[config.mk]
export PLATFORM = sky130hd
export DESIGN_NAME = psr_top
export DESIGN_NICKNAME = d
export VERILOG_FILES = /design/src/logic/psr_sync2.v /design/src/logic/psr_lock_reg.v /design/src/logic/psr_top.v
export VERILOG_INCLUDE_DIRS = /design/src /design/src/logic
export SDC_FILE = /design/constraint.sdc
export NUM_CORES = 1
export LEC_CHECK = 0
export BUFFER_PORTS_ARGS = -buffer_cell sky130_fd_sc_hd__buf_2
export CORE_MARGIN = 4
export CORE_UTILIZATION = 47
export CTS_BUF_LIST = sky130_fd_sc_hd__clkbuf_8
export DETAILED_ROUTE_END_ITERATION = 10
export PLACE_DENSITY = 0.81
export RECOVER_POWER = 25
export SLEW_MARGIN = 25
export SYNTH_ARGS = -nofsm -noshare
export SYNTH_HDL_FRONTEND = slang
export SYNTH_HIERARCHICAL = 1
export SYNTH_SLANG_ARGS = --single-unit
[constraint.sdc]
create_clock -name pclk -period 1.7 [get_ports pclk]
set_input_delay 0.34 -clock pclk [delete_from_list [all_inputs] [get_ports pclk]]
set_output_delay 0.34 -clock pclk [all_outputs]
set_load 0.01 [all_outputs]
[src/logic/psr_defines.vh]
/*
 routing selector constants: offsets, fields, reset values.
 assumes inclusion by bare name from the design files.
*/
`ifndef PSR_DEFINES_VH
`define PSR_DEFINES_VH
`define PSR_OFF_SEL0        12'h000
`define PSR_OFF_SEL1        12'h004
`define PSR_SEL0_MASK       8'h3f
`define PSR_SEL1_MASK       8'h0f
`define PSR_SEL_RESET       8'h00
`define PSR_BIT_SS_OVR      5
`define PSR_BIT_SPI_SET     4
`define PSR_BIT_SER1        3
`define PSR_BIT_PWM_PROBE   3
`define PSR_BIT_PWM45       2
`define PSR_BIT_PWM23       1
`define PSR_BIT_PWM01       0
`define PSR_MODE_DIRECT     3'h0
`define PSR_MODE_LPDR       3'h1
`define PSR_MODE_PROBE      3'h4
`define PSR_MODE_CONF       3'h6
`endif

[src/logic/psr_sync2.v]
/*
 two flip-flop synchroniser for one pin level.
 assumes din is asynchronous to clk.
*/
`timescale 1ns/100ps
`include "psr_defines.vh"
module psr_sync2 (
   input  wire clk,
   input  wire rst_n,
   input  wire din,
   output reg  dout
);
   reg meta_r;
   always @(posedge clk or negedge rst_n) begin
      if (!rst_n) begin
         meta_r <= 1'b0;
         dout   <= 1'b0;
      end else begin
         meta_r <= din;
         dout   <= meta_r;
      end
   end
endmodule

[src/logic/psr_lock_reg.v]
/*
 write-once selector register with special-mode override.
 assumes wr_en is a single-cycle apb write strobe.
*/
`timescale 1ns/100ps
`include "psr_defines.vh"
module psr_lock_reg (
   input  wire       clk,
   input  wire       rst_n,
   input  wire       wr_en,
   input  wire       special_mode,
   input  wire [7:0] wdata,
   input  wire [7:0] mask,
   output reg  [7:0] q_r
);
   reg locked_r;
   always @(posedge clk or negedge rst_n) begin
      if (!rst_n) begin
         q_r      <= `PSR_SEL_RESET;
         locked_r <= 1'b0;
      end else if (wr_en && (special_mode || !locked_r)) begin
         q_r      <= wdata & mask;
         locked_r <= 1'b1;
      end
   end
endmodule

[src/logic/psr_top.v]
/*
 peripheral signal routing: apb selector registers and pin routing.
 assumes pins arrive asynchronous; peripheral signals share pclk.
*/
// The implementer's own choices: the placing of the registers and the APB register port.
// Notes on behaviour
// - selectors read anytime, write once in normal mode, anytime special.
// - slave-select override sends slave select to analog pin 6 instead of its own pin.
// - pin-set bit moves spi to timer pins 0-3 else serial pins 2-5.
// - serial port one uses pins 1/0 when clear; when set it receives on pin 2 and enables pin 3 driven low.
// - a three-bit field picks the serial zero to lin routing mode.
// - mode 000 links serial zero to the lin transceiver, internal only.
// - mode 001 drives lin transmit from the lin direct bit.
// - mode 100 keeps the link and shows it on two pins.
// - mode 110 opens the link and routes all four signals to pins.
// - transmit pin routing needs serial zero on, lin pins need lin on.
// - probe bit connects all six pwm outputs to their pwm pins.
// - pair 4/5 bit sends pwm4/5 to timer pins 1/2, gate inputs low.
// - pair 2/3 bit sends pwm2/3 to power pin 2 and timer pin 0.
// - pair 0/1 bit sends pwm0/1 to power pins 0/1, gate inputs low.
// - reserved bits ignore writes and read as zero.
`timescale 1ns/100ps
`include "psr_defines.vh"
module psr_top (
   input  wire        pclk,
   input  wire        presetn,
   input  wire        psel,
   input  wire        penable,
   input  wire        pwrite,
   input  wire [11:0] paddr,
   input  wire [31:0] pwdata,
   output reg  [31:0] prdata,
   output reg         pready,
   output reg         pslverr,
   input  wire        special_mode,
   input  wire        spi_miso_pin_t0,
   input  wire        spi_miso_pin_s2,
   input  wire        spi_mosi,
   input  wire        spi_sck,
   input  wire        spi_ss,
   input  wire        spi_oe,
   output reg  [6:0]  spi_pin_out,
   output reg  [6:0]  spi_pin_oe,
   output reg         spi_miso,
   input  wire        serial_one_transmit,
   input  wire        serial_one_rx_pin0,
   input  wire        serial_one_rx_pin2,
   output reg  [1:0]  ser1_pin_out,
   output reg  [1:0]  ser1_pin_oe,
   output reg         serial_one_receive,
   input  wire        serial_zero_transmit,
   input  wire        serial_zero_enable,
   input  wire        lin_phy_receive_out,
   input  wire        lin_phy_dominant_ctrl,
   input  wire        lin_transceiver_enable,
   input  wire        lin_direct_tx_bit,
   input  wire        serial_zero_rx_pin,
   input  wire        lin_tx_pin,
   output reg         serial_zero_receive,
   output reg         lin_phy_transmit_in,
   output reg  [3:0]  lin_pin_out,
   output reg  [3:0]  lin_pin_oe,
   input  wire [5:0]  pwm_in,
   output reg  [5:0]  pwm_probe_out,
   output reg  [5:0]  pwm_probe_oe,
   output reg  [5:0]  pwm_route_out,
   output reg  [5:0]  pwm_route_oe,
   output reg  [5:0]  gate_driver_in
);
   wire [7:0] sel0_r;
   wire [7:0] sel1_r;
   wire       miso_t0_s;
   wire       miso_s2_s;
   wire       rx1_p0_s;
   wire       rx1_p2_s;
   wire       rx0_s;
   wire       ltx_s;
   wire       setup;
   wire       wr0;
   wire       wr1;
   reg [31:0] prdata_nxt;
   reg [6:0]  spo_nxt;
   reg [6:0]  spe_nxt;
   reg [3:0]  lpo_nxt;
   reg [3:0]  lpe_nxt;
   reg        ltx_nxt;
   reg        rx0_nxt;
   wire [2:0] mode;

   function hit;
      input [11:0] a;
      input [11:0] off;
      begin
         hit = (a == off);
      end
   endfunction

   psr_sync2 u_s0 (.clk(pclk), .rst_n(presetn), .din(spi_miso_pin_t0),
                   .dout(miso_t0_s));
   psr_sync2 u_s1 (.clk(pclk), .rst_n(presetn), .din(spi_miso_pin_s2),
                   .dout(miso_s2_s));
   psr_sync2 u_s2 (.clk(pclk), .rst_n(presetn), .din(serial_one_rx_pin0),
                   .dout(rx1_p0_s));
   psr_sync2 u_s3 (.clk(pclk), .rst_n(presetn), .din(serial_one_rx_pin2),
                   .dout(rx1_p2_s));
   psr_sync2 u_s4 (.clk(pclk), .rst_n(presetn), .din(serial_zero_rx_pin),
                   .dout(rx0_s));
   psr_sync2 u_s5 (.clk(pclk), .rst_n(presetn), .din(lin_tx_pin),
                   .dout(ltx_s));

   // apb decode: writes land on setup, answer in access phase
   assign setup = psel && !penable;
   assign wr0   = setup && pwrite && hit(paddr, `PSR_OFF_SEL0);
   assign wr1   = setup && pwrite && hit(paddr, `PSR_OFF_SEL1);

   psr_lock_reg u_sel0 (
      .clk          (pclk),
      .rst_n        (presetn),
      .wr_en        (wr0),
      .special_mode (special_mode),
      .wdata        (pwdata[7:0]),
      .mask         (`PSR_SEL0_MASK),
      .q_r          (sel0_r)
   );
   psr_lock_reg u_sel1 (
      .clk          (pclk),
      .rst_n        (presetn),
      .wr_en        (wr1),
      .special_mode (special_mode),
      .wdata        (pwdata[7:0]),
      .mask         (`PSR_SEL1_MASK),
      .q_r          (sel1_r)
   );

   always @* begin
      prdata_nxt = 32'h0000_0000;
      if (hit(paddr, `PSR_OFF_SEL0)) begin
         prdata_nxt = {24'h00_0000, sel0_r};
      end else if (hit(paddr, `PSR_OFF_SEL1)) begin
         prdata_nxt = {24'h00_0000, sel1_r};
      end
   end

   always @(posedge pclk or negedge presetn) begin
      if (!presetn) begin
         prdata  <= 32'h0000_0000;
         pready  <= 1'b0;
         pslverr <= 1'b0;
      end else begin
         pready  <= setup;
         pslverr <= setup && !hit(paddr, `PSR_OFF_SEL0)
                    && !hit(paddr, `PSR_OFF_SEL1);
         if (setup && !pwrite) begin
            prdata <= prdata_nxt;
         end
      end
   end

   // spi pins: [0..3] timer pins 0-3, [4..6] serial pins 3-5
   // layout: 0 t0 miso,1 t1 mosi,2 t2 sck,3 t3 ss,
   //         4 s3 mosi,5 s4 sck,6 slave select on s5; the analog_port_pin6 override drives index 0
   always @* begin
      spo_nxt = 7'h00;
      spe_nxt = 7'h00;
      if (sel0_r[`PSR_BIT_SPI_SET]) begin
         spo_nxt[1] = spi_mosi;
         spo_nxt[2] = spi_sck;
         spe_nxt[1] = spi_oe;
         spe_nxt[2] = spi_oe;
         spo_nxt[3] = spi_ss;
         spe_nxt[3] = !sel0_r[`PSR_BIT_SS_OVR];
      end else begin
         spo_nxt[4] = spi_mosi;
         spo_nxt[5] = spi_sck;
         spe_nxt[4] = spi_oe;
         spe_nxt[5] = spi_oe;
         spo_nxt[6] = spi_ss;
         spe_nxt[6] = !sel0_r[`PSR_BIT_SS_OVR];
      end
      if (sel0_r[`PSR_BIT_SS_OVR]) begin
         spo_nxt[0] = spi_ss;
         spe_nxt[0] = 1'b1;
      end
   end

   assign mode = sel0_r[2:0];

   // lin pins: 0 timer pin1 tx0, 1 timer pin0 lin rx,
   //           2 serial pin0 lin dc, 3 serial pin1 tx probe
   always @* begin
      ltx_nxt = serial_zero_transmit;
      rx0_nxt = lin_phy_receive_out;
      lpo_nxt = 4'h0;
      lpe_nxt = 4'h0;
      case (mode)
         `PSR_MODE_LPDR: begin
            ltx_nxt = lin_direct_tx_bit;
         end
         `PSR_MODE_PROBE: begin
            lpo_nxt[3] = serial_zero_transmit;
            lpe_nxt[3] = serial_zero_enable;
            lpo_nxt[2] = lin_phy_receive_out;
            lpe_nxt[2] = lin_transceiver_enable;
         end
         `PSR_MODE_CONF: begin
            ltx_nxt = ltx_s;
            rx0_nxt = rx0_s;
            lpo_nxt[0] = serial_zero_transmit;
            lpe_nxt[0] = serial_zero_enable;
            lpo_nxt[1] = lin_phy_receive_out;
            lpe_nxt[1] = lin_transceiver_enable;
            lpo_nxt[2] = lin_phy_dominant_ctrl;
            lpe_nxt[2] = lin_transceiver_enable;
         end
         default: begin
            ltx_nxt = serial_zero_transmit;
         end
      endcase
   end

   always @(posedge pclk or negedge presetn) begin
      if (!presetn) begin
         spi_pin_out         <= 7'h00;
         spi_pin_oe          <= 7'h00;
         spi_miso            <= 1'b0;
         ser1_pin_out        <= 2'h0;
         ser1_pin_oe         <= 2'h0;
         serial_one_receive  <= 1'b1;
         serial_zero_receive <= 1'b1;
         lin_phy_transmit_in <= 1'b1;
         lin_pin_out         <= 4'h0;
         lin_pin_oe          <= 4'h0;
         pwm_probe_out       <= 6'h00;
         pwm_probe_oe        <= 6'h00;
         pwm_route_out       <= 6'h00;
         pwm_route_oe        <= 6'h00;
         gate_driver_in      <= 6'h00;
      end else begin
         spi_pin_out <= spo_nxt;
         spi_pin_oe  <= spe_nxt;
         spi_miso    <= sel0_r[`PSR_BIT_SPI_SET] ? miso_t0_s
                                                 : miso_s2_s;
         // ser1 pins: [0] pin1 transmit, [1] pin3 driven low
         ser1_pin_out <= {1'b0, serial_one_transmit};
         ser1_pin_oe  <= sel0_r[`PSR_BIT_SER1] ? 2'h2 : 2'h1;
         serial_one_receive <= sel0_r[`PSR_BIT_SER1] ? rx1_p2_s
                                                     : rx1_p0_s;
         serial_zero_receive <= rx0_nxt;
         lin_phy_transmit_in <= ltx_nxt;
         lin_pin_out <= lpo_nxt;
         lin_pin_oe  <= lpe_nxt;
         pwm_probe_out <= pwm_in;
         pwm_probe_oe  <= {6{sel1_r[`PSR_BIT_PWM_PROBE]}};
         // route order: 0 pp0,1 pp1,2 pp2,3 pt0,4 pt1,5 pt2
         pwm_route_out <= pwm_in;
         pwm_route_oe  <= {{2{sel1_r[`PSR_BIT_PWM45]}},
                           {2{sel1_r[`PSR_BIT_PWM23]}},
                           {2{sel1_r[`PSR_BIT_PWM01]}}};
         gate_driver_in <= pwm_in & ~{{2{sel1_r[`PSR_BIT_PWM45]}},
                                      {2{sel1_r[`PSR_BIT_PWM23]}},
                                      {2{sel1_r[`PSR_BIT_PWM01]}}};
      end
   end
endmodule

* After elaboration in Yosys (flattened, before gate mapping)
Index checks and enable logic that the tools add are counted.
** Storage, ports and cells
- Bits in registers :: 105
- Word-level logic and storage cells :: 78
- Output and inout bits :: 94
- Input bits :: 73
** Operators by class
- Bitwise gates (word level) :: 2
- Eq/ne operators :: 4
- Reduce and logical (&&, ||, !) cells :: 20
- Multiplexer cells :: 19
** Operators by type and width (count)
- == test 12 x 3 -> 1 bit, second input constant :: 1
- zero test 12 bit :: 1
- two-way mux 3 bit :: 4
- logical AND 1 bit :: 9
- two-way mux 1 bit :: 8
- zero test 1 bit :: 7
- bitwise AND 6 bit :: 1
- == test 3 bit, second input constant :: 2
- two-way mux 2 bit :: 3
- two-way mux 6 bit :: 1
- inverter 6 bit :: 1
- two-way mux 4 bit :: 1
- case mux 1 bit (2 select lines) :: 2
- == test 3 x 1 -> 1 bit, second input constant :: 1
- logical OR 1 bit :: 2
- OR reduction 2 bit :: 1

* Logic depth before layout (Yosys ltp)
- Depth after elaboration :: 5
- Gate-level depth with buffers :: 6
- Gate-level depth less buffers :: 5

* Cells and area by module
Netlist, hierarchy kept.
** Modules (own cells, without submodules)
- psr_top :: instances 1, sequential area each 1330.0 sq um, area an instance 2203.4 sq um, cells an instance 178
- psr_lock_reg :: instances 2, sequential area each 225.2 sq um, area an instance 391.6 sq um, cells an instance 36
- psr_sync2 :: instances 6, sequential area each 50.0 sq um, area an instance 50.0 sq um, cells an instance 2

* Least setup slack after synthesis
Ideal clock, no wire load.
- Kind :: input to register
- From :: input paddr[10]
- To :: register u_sel0.q_r[0]
- Stages :: 6
- Arrival time :: 1.521 ns
- Buffers on the path :: 1
- Path slack :: 0.044 ns
- Cells stage by stage :: nor4_1 nand3_1 buf_2 nor3_1 o21ai_4 mux2i_1
** Between the ends
- Longest elaborated chain between the ends :: 3
** Ends and longest elaborated chain
- start: declaration :: line psr_top.v:30 : input wire [11:0] paddr,
- zero test 12 bit :: line psr_top.v:94 : hit = (a == off);
- logical AND 1 bit :: line psr_top.v:113 : assign wr0 = setup && pwrite && hit(paddr, `PSR_OFF_SEL0);
- via wr0 :: line psr_top.v:79 : wire wr0;
- logical AND 1 bit :: line psr_lock_reg.v:21 : end else if (wr_en && (special_mode || !locked_r)) begin
- end signal: assignment :: line psr_lock_reg.v:19 : q_r <= `PSR_SEL_RESET;
- end signal: assignment :: line psr_lock_reg.v:22 : q_r <= wdata & mask;
- end: declaration :: line psr_lock_reg.v:14 : output reg [7:0] q_r
The timed path passes the listed nets, and every way through them passes these cells.
A chain may end at the register's enable or synchronous reset.

==> impl_metrics.env <==
export IMPL_status="finished clean"
export IMPL_drtPass1Iterations=4
export IMPL_critPathMaxFanout=8
export IMPL_p_sw_share_pct=23.24
export IMPL_finish_utilization_pct=60.00
export IMPL_pwr_share_clk_pct=37.9
export IMPL_setup_slack_ns=0.2594
export IMPL_vias_per_cell=4.258
export IMPL_antenna_cells=0
export IMPL_cts_resized=0
export IMPL_synth_ff_type="dfrtp_1"
export IMPL_cts_tree="done"
export IMPL_layout_drive_gt1_share_pct=38.79
export IMPL_worst_pin_slew_ns=0.7286
export IMPL_cts_root_buf="clkbuf_8"
export IMPL_grt_max_degree=37
export IMPL_hold_start="serial_one_transmit"
export IMPL_cts_hold_buffers=1
export IMPL_area_delta_synth_final_pct=24.02
export IMPL_grt_pass1_wl_um=10210
export IMPL_post_route_period_util_pct=84.74
export IMPL_cts_inserted_buffers=9
export IMPL_dpl_worst_slack_ns=-0.09102
export IMPL_clk_pin_slew_worst_paths_ns=0.09
export IMPL_endpoint_kind="flip-flop"
export IMPL_synth_edff_count=0
export IMPL_grt_ovfl_total=0
export IMPL_fp_coreArea_sq_um=6794
export IMPL_seqPwrFrac_pct=55.6
export IMPL_crit_slowest_cell="nor4_1"
export IMPL_drt_iter0_markers=66
export IMPL_place_inst=476
export IMPL_antenna_found_initial=0
export IMPL_critPathLaunchType="primary input"
export IMPL_relSlewSlack_pct=51.43
export IMPL_path_class="in -> reg"
export IMPL_hold_path_class="in -> reg"
export IMPL_cp_arrival_ns=1.64
export IMPL_p_switching_w=0.0008457
export IMPL_row_count=30
export IMPL_setup_viol=0
export IMPL_first_global_vias=2228
export IMPL_finalHoldViolations=0
export IMPL_avgSynthCellArea_sq_um=12.55
export IMPL_cts_buffer_depth=2
export IMPL_dieArea_sq_um=8395
export IMPL_cts_htree_levels=3
export IMPL_vias=2099
export IMPL_synth_area_sq_um=3287
export IMPL_syn_inst=262
export IMPL_finalPower_w=0.003639
export IMPL_io_buffers=117
export IMPL_r2r_start="u_sel0/q_r[1]"
export IMPL_top_usage_layer="met2"
export IMPL_ys_types=34
export IMPL_combPwrFrac_pct=6.6
export IMPL_die_x_um=91.63
export IMPL_io_pins=167
export IMPL_p_int_w=0.002793
export IMPL_yosys_warnings=6
export IMPL_globalRouteMet1Util_pct=17.45
export IMPL_gp_congestion=0.6820
export IMPL_leakage_nw=2.329
export IMPL_die_h_um=91.63
export IMPL_p_per_area_nw_per_um2=892.7
export IMPL_skew_ns=0.008290
export IMPL_yosysSeqAreaShare_pct=63.30
export IMPL_drcViolationCount=0
export IMPL_routed_wirelength_um=6288
export IMPL_fmax_ghz=0.6942
export IMPL_wire_per_inst_um=12.75
export IMPL_startpoint="paddr[9]"
export IMPL_postRouteAntennaNets=0
export IMPL_synth_seq_cells=83
export IMPL_worst_ir_drop_vdd_mv=0.4430
export IMPL_stdcell_count=493
export IMPL_rsz0062_at_grt="false"
export IMPL_start_util_pct=48.38
export IMPL_period_needed_ns=1.441
export IMPL_drv_cap=0
export IMPL_required_ns=1.90
export IMPL_gr_usage_met3_pct=3.938
export IMPL_finalNetCount=465
export IMPL_clk_latency_ns=0.34
export IMPL_numClockSinks=83
export IMPL_track_usage_pct=15.72
export IMPL_async_flop_share_pct=100.0
export IMPL_cts_setup_buffers=0
export IMPL_dp_hpwl_um=4732
export IMPL_nFillCells=557
export IMPL_drv_slew=0
export IMPL_grt_use_met2_pct=27.57
export IMPL_max_stage_delay_ns=0.28
export IMPL_worstPathCellList="buf_2 -> nor4_1 -> nand3_1 -> nor3_1 -> buf_4 -> o21ai_4 -> mux2i_1"
## cell usage in the layout (no fill, tap or decap), types with 7 or more instances in the layout
| master | instances |
|---|---|
| nand2_1 | 28 |
| dfrtp_1 | 80 |
| inv_1 | 18 |
| nor2b_1 | 13 |
| buf_2 | 113 |
| mux2i_1 | 26 |
| conb_1 | 41 |
| buf_4 | 9 |
| clkbuf_8 | 9 |
| and2_1 | 7 |
## routing by layer
layer	vias up	wire, um
met3	11	496
li1	1015	-
met1	978	2420
met2	95	3193
met4	0	176
met5	-	0
## cells by family after synthesis
group	count (synthesis)	share of synthesized area [%]
flip-flops	83	63.30
AO/OA/AOI/OAI	14	3.997
buffers and inverters	68	13.09
other	2	0.2285
multiplexers	29	8.946
AND/OR/NAND/NOR	66	10.43
## flip-flops by register name, summed over array words and instances (netlist names), 5 cells and up
register and flops:
gate_driver_in 6, spi_pin_oe 5, pwm_route_out 6, prdata 8, u_sel0/q_r 8, spi_pin_out 7, u_sel1/q_r 8
## worst paths after layout
kind                       slack (ns)             endpoint  cells past startpoint
setup / recovery                 0.26        u_sel1/q_r[4]                      7
hold / removal                    0.1      ser1_pin_out[0]                      1
setup reg to reg                 0.53  lin_phy_transmit_in                      3
hold reg to reg                  0.35            u_s0/dout                      0
max in group asynchronous        0.39   serial_one_receive                      3
min in group asynchronous        0.59       spi_pin_out[2]                      2
## synthesized netlist by cell type, drive strengths merged, types with 2 or more instances
cell type | instances | area (sq um)
inv | 20 | 75.07
and2 | 7 | 43.79
mux2 | 3 | 33.78
nor2b | 13 | 81.33
dfstp | 3 | 78.83
dfrtp | 80 | 2002
nor3 | 4 | 20.02
clkbuf | 4 | 16.26
buf | 44 | 339.1
nand2 | 28 | 105.1
mux2i | 26 | 260.3
o31ai | 8 | 70.06
nor4 | 2 | 12.51
or2 | 2 | 12.51
conb | 2 | 7.510
and3 | 3 | 18.77
o21ai | 2 | 32.53
## per-stage QoR
step	area [sq um]	hold WS (ns)	TNS, ns
2_1_floorplan	3433	0.04441	0
3_3_place_gp	3874	0.2861	-0.2089
3_5_place_dp	3874	0.2873	-1.127
4_1_cts	4083	0.08284	0
5_1_grt	4076	0.07950	0
6_report	4076	0.09853	0
## power groups by stage
stage,Clock (W),Combinational (W),Sequential [W]
2_1_floorplan,0,0.000136,0.00208
3_3_place_gp,0,0.000236,0.00206
3_5_place_dp,0,0.000241,0.00206
4_1_cts,0.00142,0.000243,0.00202
5_1_grt,0.00151,0.000269,0.00203
6_report,0.00138,0.000239,0.00202
## worst max-delay path, delay by kind of cell
kind | cells | cell delay, ns
buf+inv | 2 | 0.25
compound gates | 1 | 0.13
simple gates | 3 | 0.76
mux | 1 | 0.16
## area by class of cell
cell class                 count  area (sq um)  share of cell area [%]
sequential                    83          2081                   51.04
multi-input combinational    150         922.1                   22.62
timing repair buffer         128         679.4                   16.67
clock buffer                   9         123.9                   3.039
tap                           96         120.1                   2.947
clock inverter                 7         75.07                   1.842
inverter                      20         75.07                   1.842
Note: power is estimated with default switching activity, not from simulation.
